**config.mk**
```make
export PLATFORM = sky130hd
export DESIGN_NAME = ccms_clock_mode_select
export DESIGN_NICKNAME = d
export VERILOG_FILES = /design/src/logic/ccms_pkg.sv /design/src/logic/ccms_edge_if.sv /design/src/logic/ccms_edge_gen.sv /design/src/logic/ccms_clock_mode_select.sv
export SDC_FILE = /design/constraint.sdc
export NUM_CORES = 1
export LEC_CHECK = 0
export ABC_AREA = 1
export BUFFER_PORTS_ARGS = -buffer_cell sky130_fd_sc_hd__buf_4
export CAP_MARGIN = 20
export CORE_ASPECT_RATIO = 0.5
export CORE_MARGIN = 4
export CORE_UTILIZATION = 50
export DETAILED_ROUTE_END_ITERATION = 6
export GPL_ROUTABILITY_DRIVEN = 0
export GPL_TIMING_DRIVEN = 0
export MAX_ROUTING_LAYER = met4
export PLACE_DENSITY = 0.66
export SLEW_MARGIN = 20
export SYNTH_ARGS = -nofsm -noshare
export SYNTH_HDL_FRONTEND = slang
export SYNTH_SLANG_ARGS = --single-unit
```
**constraint.sdc**
```tcl
create_clock -name clk_i -period 3.9 [get_ports clk_i]
set_input_delay 0.78 -clock clk_i [delete_from_list [all_inputs] [get_ports clk_i]]
set_output_delay 0.78 -clock clk_i [all_outputs]
set_load 0.1 [all_outputs]
```
**src/logic/ccms_pkg.sv**
```systemverilog
// constants and types shared by the core clock mode select block
package ccms_pkg;
  localparam int CLK_MHZ = 100;
  // free-running PLL clock period, in ns; cycles derived, rounded up
  localparam int PLL_FREE_NS = 40;
  localparam int PLL_FREE_CYC = (PLL_FREE_NS * CLK_MHZ + 999) / 1000;
  localparam logic [3:0] PLL_DIV_LAST = 4'(PLL_FREE_CYC - 1);
  localparam logic [4:0] WDOG_OVF = 5'h10;
  localparam int WDOG_DIS_BIT = 4;
  localparam int PW = 16;
  // select pin codes
  localparam logic [2:0] SEL_X4 = 3'h7;
  localparam logic [2:0] SEL_X3 = 3'h6;
  localparam logic [2:0] SEL_X2 = 3'h5;
  localparam logic [2:0] SEL_X5 = 3'h4;
  localparam logic [2:0] SEL_DIRECT = 3'h3;
  localparam logic [2:0] SEL_X1_5 = 3'h2;
  localparam logic [2:0] SEL_PRESCALE = 3'h1;
  localparam logic [2:0] SEL_X2_5 = 3'h0;
  localparam logic [2:0] SEL_RESET = SEL_X4;
  // core edges per input period (twice the factor)
  localparam logic [3:0] F2_X4 = 4'h8;
  localparam logic [3:0] F2_X3 = 4'h6;
  localparam logic [3:0] F2_X2 = 4'h4;
  localparam logic [3:0] F2_X5 = 4'ha;
  localparam logic [3:0] F2_X1_5 = 4'h3;
  localparam logic [3:0] F2_X2_5 = 4'h5;
  localparam logic [1:0] CAP_AT = 2'h2;
  typedef enum logic [1:0] {
    CCMS_DIRECT,
    CCMS_PRESCALE,
    CCMS_PLL
  } ccms_mode_t;
endpackage

```
**src/logic/ccms_edge_if.sv**
```systemverilog
// carrier between the mode control and the fractional edge generator
interface ccms_edge_if;
  logic run;
  logic [ccms_pkg::PW-1:0] period;
  logic [3:0] f2;
  logic edge_p;
  modport gen (input run, input period, input f2, output edge_p);
  modport ctl (output run, output period, output f2, input edge_p);
endinterface

```
**src/logic/ccms_edge_gen.sv**
```systemverilog
// fractional edge generator: f2 evenly spread edges per input period
module ccms_edge_gen (
  input wire logic clk_i,      // system clock
  input wire logic rst_n_i,    // synchronised reset, active low
  ccms_edge_if.gen eif         // period and factor in, edge out
);
  typedef struct packed {
    logic [ccms_pkg::PW:0] acc;
    logic edge_p;
  } ccms_eg_t;

  ccms_eg_t st, next_st;
  logic [ccms_pkg::PW:0] sum;

  // accumulator spreads edges; a new period only changes the wrap point,
  // never the phase, so the frequency moves without a jump
  always_comb begin
    next_st = st;
    next_st.edge_p = 1'b0;
    sum = st.acc + {13'h0, eif.f2};
    if (!eif.run || eif.period == '0) begin
      next_st.acc = '0;
    end else if (sum >= {1'b0, eif.period}) begin
      next_st.edge_p = 1'b1;
      next_st.acc = sum - {1'b0, eif.period};
    end else begin
      next_st.acc = sum;
    end
  end

  always_ff @(posedge clk_i or negedge rst_n_i) begin
    if (!rst_n_i) begin
      st <= '0;
    end else begin
      st <= next_st;
    end
  end

  assign eif.edge_p = st.edge_p;
endmodule // ccms_edge_gen

```
**src/logic/ccms_clock_mode_select.sv**
```systemverilog
// core clock mode select: direct, prescaled, PLL and oscillator watchdog
module ccms_clock_mode_select (
  input wire logic clk_i,                   // 100 MHz system clock
  input wire logic arst_n_i,                // async reset, active low
  input wire logic crystal_input_i,         // input clock pin
  input wire logic [2:0] clock_select_pins_i, // mode strap pins
  input wire logic osc_watchdog_disable_i,  // config bit 4, 1 = off
  output logic core_clk_o,                  // generated core clock
  output logic core_rise_o,                 // pulse on rising edge
  output logic core_fall_o,                 // pulse on falling edge
  output logic pll_on_o,                    // PLL running
  output logic osc_fail_int_request_o,      // sticky oscillator fail
  output logic [2:0] clock_select_bits_o    // captured select code
);
  typedef struct packed {
    logic [1:0] cap_cnt;
    logic sel_done;
    logic [2:0] sel;
    logic xs1;
    logic xs2;
    logic xprev;
    logic [2:0] ps1;
    logic [2:0] ps2;
    logic wdog_dis;
    logic [3:0] pll_div;
    logic [4:0] wd_cnt;
    logic fail;
    logic [ccms_pkg::PW-1:0] per_cnt;
    logic [ccms_pkg::PW-1:0] per_meas;
    logic [ccms_pkg::PW-1:0] per_use;
    logic [3:0] trn_cnt;
    logic core;
    logic rise;
    logic fall;
  } ccms_state_t;

  ccms_state_t st, next_st;
  logic rst_meta, rst_n;
  ccms_edge_if eif ();

  ccms_edge_gen u_edge (
    .clk_i (clk_i),
    .rst_n_i (rst_n),
    .eif (eif.gen)
  );

  always_ff @(posedge clk_i or negedge arst_n_i) begin
    if (!arst_n_i) begin
      rst_meta <= 1'b0;
      rst_n <= 1'b0;
    end else begin
      rst_meta <= 1'b1;
      rst_n <= rst_meta;
    end
  end

  ccms_pkg::ccms_mode_t mode;
  logic [3:0] f2;
  logic trans, rise_x, pll_run, pll_tick, wd_active;

  // select code to mode and factor
  always_comb begin
    mode = ccms_pkg::CCMS_PLL;
    f2 = ccms_pkg::F2_X4;
    unique case (st.sel)
      ccms_pkg::SEL_X4: f2 = ccms_pkg::F2_X4;
      ccms_pkg::SEL_X3: f2 = ccms_pkg::F2_X3;
      ccms_pkg::SEL_X2: f2 = ccms_pkg::F2_X2;
      ccms_pkg::SEL_X5: f2 = ccms_pkg::F2_X5;
      ccms_pkg::SEL_DIRECT: mode = ccms_pkg::CCMS_DIRECT;
      ccms_pkg::SEL_X1_5: f2 = ccms_pkg::F2_X1_5;
      ccms_pkg::SEL_PRESCALE: mode = ccms_pkg::CCMS_PRESCALE;
      ccms_pkg::SEL_X2_5: f2 = ccms_pkg::F2_X2_5;
    endcase
  end

  always_comb begin
    next_st = st;
    // only the second stage of each synchroniser is looked at
    next_st.xs1 = crystal_input_i;
    next_st.xs2 = st.xs1;
    next_st.xprev = st.xs2;
    next_st.ps1 = clock_select_pins_i;
    next_st.ps2 = st.ps1;
    trans = st.xs2 ^ st.xprev;
    rise_x = st.xs2 & ~st.xprev;

    // strap caught once, after the pin synchroniser has filled
    if (!st.sel_done) begin
      next_st.cap_cnt = st.cap_cnt + 2'h1;
      if (st.cap_cnt == ccms_pkg::CAP_AT) begin
        next_st.sel = st.ps2;
        next_st.sel_done = 1'b1;
      end
    end

    next_st.wdog_dis = osc_watchdog_disable_i;

    // free-running PLL stays on while the watchdog needs it
    pll_run = (mode == ccms_pkg::CCMS_PLL) | ~st.wdog_dis | st.fail;
    pll_tick = pll_run && (st.pll_div == ccms_pkg::PLL_DIV_LAST);
    if (!pll_run || pll_tick) begin
      next_st.pll_div = '0;
    end else begin
      next_st.pll_div = st.pll_div + 4'h1;
    end

    // watchdog: tick counts, any input transition clears
    wd_active = (mode != ccms_pkg::CCMS_PLL) && !st.wdog_dis
      && !st.fail && st.sel_done;
    if (!wd_active || trans) begin
      next_st.wd_cnt = '0;
    end else if (pll_tick) begin
      next_st.wd_cnt = st.wd_cnt + 5'h1;
      if (st.wd_cnt + 5'h1 == ccms_pkg::WDOG_OVF) begin
        next_st.fail = 1'b1;
      end
    end

    // input period, rising to rising, in system cycles
    if (rise_x) begin
      next_st.per_meas = st.per_cnt + 16'h1;
      next_st.per_cnt = '0;
    end else if (st.per_cnt != 16'hffff) begin
      next_st.per_cnt = st.per_cnt + 16'h1;
    end
    // new period taken on every f2-th input transition
    if (trans) begin
      if (st.trn_cnt + 4'h1 >= f2) begin
        next_st.trn_cnt = '0;
        next_st.per_use = st.per_meas;
      end else begin
        next_st.trn_cnt = st.trn_cnt + 4'h1;
      end
    end

    // core clock source; a failed oscillator never hands back
    if (!st.sel_done) begin
      next_st.core = 1'b0;
    end else if (st.fail) begin
      next_st.core = st.core ^ pll_tick;
    end else begin
      unique case (mode)
        ccms_pkg::CCMS_DIRECT: next_st.core = st.xs2;
        ccms_pkg::CCMS_PRESCALE: next_st.core = st.core ^ rise_x;
        ccms_pkg::CCMS_PLL: next_st.core = st.core ^ eif.edge_p;
      endcase
    end
    next_st.rise = next_st.core & ~st.core;
    next_st.fall = ~next_st.core & st.core;
  end

  assign eif.run = st.sel_done && (mode == ccms_pkg::CCMS_PLL);
  assign eif.period = st.per_use;
  assign eif.f2 = f2;

  always_ff @(posedge clk_i or negedge rst_n) begin
    if (!rst_n) begin
      st <= '0;
      st.sel <= ccms_pkg::SEL_RESET;
    end else begin
      st <= next_st;
    end
  end

  assign core_clk_o = st.core;
  assign core_rise_o = st.rise;
  assign core_fall_o = st.fall;
  assign pll_on_o = pll_run;
  assign osc_fail_int_request_o = st.fail;
  assign clock_select_bits_o = st.sel;
endmodule // ccms_clock_mode_select

```
==> run summary <==
The most critical setup path has its startpoint at clock_select_bits_o[0]. The die span in y came out at 84.84 µm. The biggest area contributor in the post-synthesis netlist is dfrtp_1. The startpoint identified for the worst register-to-register timing path is clock_select_bits_o[0]. The post-detailed-route via-to-cell ratio is a little over 5. The number of flip-flops and latches in the synthesized netlist is 101. Counting every instance in the synthesized netlist gives 721. The relative max-transition margin is 55.41%. For this design the top-level I/O count stands at 15. The standby leakage power came out at 3.360 nW.

The antenna cell count came out at 0. The count of TritonRoute iterations in the first routing pass is 5. The fraction of layout cells with a size suffix above 1 came out at 16.60%. The startpoint class of the critical path is a flop.

The net count of the finished layout is 798. The number of nets still failing antenna checks after routing came out at 0. The maximum clock path buffer count came out at 2. By instance count, the leading cell after synthesis is nand2_1.

The distinct cell type count of the synthesized netlist is 45. In the synthesized netlist the async set-or-reset flop fraction comes to 100.0%. Clock-pin slew was measured on the worst setup and hold paths at 0.07 ns. Ranked by instance count, the synthesized netlist is headed by 168 x nand2_1, 103 x inv_1, 98 x dfrtp_1. The number of cells on the worst reg-to-reg path is 25.

The power per cell area came out at 756.0 mW/mm². The post-synth net total came out at 759. The worst register-to-register path ends at u_edge.st[9]. The top flip-flop cell by instance count after synthesis is dfrtp_1. The largest driver fanout on the critical path came out at 10. The Yosys step of the flow raised 0 warnings. The synthesized area came out at 0.005904 mm². The clock sink count is 101. The setup clock skew after layout came out at roughly 0.01 ns. The highest ir drop seen on vdd is 343.6 µV. The clock latency on the worst-skew pair came out at roughly 0.35 ns. The average instance in the mapped netlist occupies 8.189 µm².

After synthesis, the cell types taking the most area are dfrtp_1 42%, nand2_1 11%, inv_1 6.5%. Data arrives at the worst endpoint at 3.96 ns. The worst hold path belongs to the class input pin to async pin.

The number of hold buffers added after CTS came out at 0. The worst hold margin came out at approximately 0.20 ns. The summed negative setup slack over all endpoints is 0 ns. The number of antenna violations at the first check in global routing came out at 0. The total via count in the routed design is 4677. The slew at the pin closest to its max-slew limit came out at 0.6689 ns. For this run, design rule violations remaining after detail routing come to 0.

The placeable core area is about 0.011 mm². In the final routed layout, each cell accounts on average for roughly 13 µm. For the worst setup path, the data required time is 4.14 ns.

The global route total overflow is 0. The number of hold violations in the final report came out at 0. The run finished with clean final reports. The count of buffers from port buffering is 14.

The initial standard-cell utilization of the core came out at 52.49%. The horizontal extent of the die is ~160 µm. The cell seen most often among critical-path stages is nand2_1. For this design, the slowest cell found on the critical path is dfstp_2. The cell total after placement came out at 895. The maximum number of pins on one net before global-route repair is 51.

Relative to the synthesized area, the layout overhead comes to 14.64%. The HPWL after detailed placement is 9.425 mm. The peak clock frequency supported by timing came out at around 270 MHz. Counting the buffers created by CTS gives 9.

The final period utilization is between 90% and 100%. The via count of the first global-routing pass came to 4436. The DRC violation total after the first TritonRoute iteration came out at 287. The clock period minus worst slack came out at 3.722 ns.

The worst reg-to-reg setup slack came out at 0.18 ns. The setup slack after placement is -0.2596 ns. The final max-slew violation count came out at 0. The setup path with the least slack is of type flop to flop. The all-layer global routing usage is 19.52%. The worst stage delay on the critical path is approximately 0.58 ns. Row generation in the floorplan step produced 27 rows. The clock tree synthesis step divided the H-tree into 3 levels. The final cell count without fillers came out at 924.

TritonCTS built the clock tree. The die covers between 0.01 and 0.015 mm². The worst path meets setup with about 0.18 ns of slack. The sequential-to-total area share from yosys stat is 42.87%.

The number of maximum-capacitance constraint violations came out at 0. The tree is rooted in a clkbuf_16. The kind of end point of the critical path is a flop. The count of final setup violators came out at 0. The synthesized design devotes to its leading area cell type between 40% and 50% of total area.

The number of enable-type register cells in the synthesized netlist came out at 0. In this run the worst setup path terminates at u_edge.st[9]. The total wire length is 12.38 mm. The first global-routing pass estimated roughly 21 mm of wire.
-- cell families (layout without fill, tap and decap cells) --
kind of cell	count (synthesis)	after routing	share of synthesized area [%]
buf+inv	126	169	8.752
xor+xnor	32	32	4.747
flops	101	101	42.87
other cells	1	1	0.06351
simple gates	319	320	25.81
compound gates	111	111	10.93
fa+ha+maj	31	31	6.824
-- power by group --
part / internal (mW) / switching [mW] / leakage (nW) / total, mW
sequential: 1.25 / 0.149 / 1.29 / 1.40
combinational: 1.15 / 1.72 / 1.93 / 2.87
clock: 0.446 / 0.407 / 0.136 / 0.853
total: 2.84 / 2.28 / 3.36 / 5.12
-- per-stage QoR --
step	utilization, %	instance area [µm²]	total power, mW
2_1_floorplan	-	5904	3.448
3_3_place_gp	55.19	6208	3.926
3_5_place_dp	55.47	6240	3.978
4_1_cts	58.80	6615	4.923
5_1_grt	60.17	6769	5.558
6_report	60.17	6769	5.118
-- cell usage in the layout, fill, tap and decap left out, drive strengths merged, types with 2 or more instances in the layout --
master and count:
nor3 8, o21ai 70, clkbuf 18, fa 2, a31o 2, nand3b 3
nand2 170, dfrtp 98, xnor2 13, inv 112, a21oi 30, or2 4
xor2 19, a21o 4, nand4 19, dfstp 3, nor4 9, ha 29
nor2 42, buf 37, nand3 64
-- registers in the layout, indices dropped and copies added (netlist names) --
name / flops
st: 53
u_edge.st: 17
eif.period: 16
next_st: 5
clock_select_bits_o: 3
core_clk_o: 1
core_fall_o: 1
core_rise_o: 1
osc_fail_int_request_o: 1
rst_meta: 1
rst_n: 1
u_edge.eif.edge_p: 1
-- layout make-up --
type                       count  area (µm²)
fill                         993        4481
multi-input combinational    495        2992
sequential                   101        2535
inverter                     108       405.4
timing repair buffer          27       240.2
clock buffer                  10       229.0
tap                          159       198.9
buffer                        18       115.1
clock inverter                 6       53.80
-- timing repair --
action,CTS,global route
buffers inserted,7,4
endpoints found under the setup margin,18,18
pin swaps,2,7
gates cloned,0,2
endpoints found under the hold margin,0,0
gates resized for setup,9,17
-- per-layer routing --
layer	up-vias	track usage (%)	share of wire, %
li1	2429	-	-
met1	2161	28.86	53
met2	75	28.02	42
met3	12	4.221	3.6
met4	0	3.530	0.86
met5	-	-	0
-- worst max-delay path: cells and delay by family (launching register included) --
family | cells | cell delay [ns]
compound gates | 4 | 0.54
simple gates | 12 | 1.04
xor+xnor | 1 | 0.20
buf+inv | 6 | 0.69
fa+ha+maj | 2 | 0.56
flops | 1 | 0.58
-- worst min-delay path by stage --
stage	from	to	slack, ns	depth (start not counted)
2_1_floorplan	next_st[73]	next_st[72]	0.33	0
3_3_place_gp	next_st[68]	st[68]	0.33	0
3_5_place_dp	next_st[66]	st[66]	0.34	0
4_1_cts	arst_n_i	rst_n	0.18	1
5_1_grt	arst_n_i	rst_n	0.17	1
6_report	arst_n_i	rst_n	0.20	1
(Power assumes the default switching activity.)
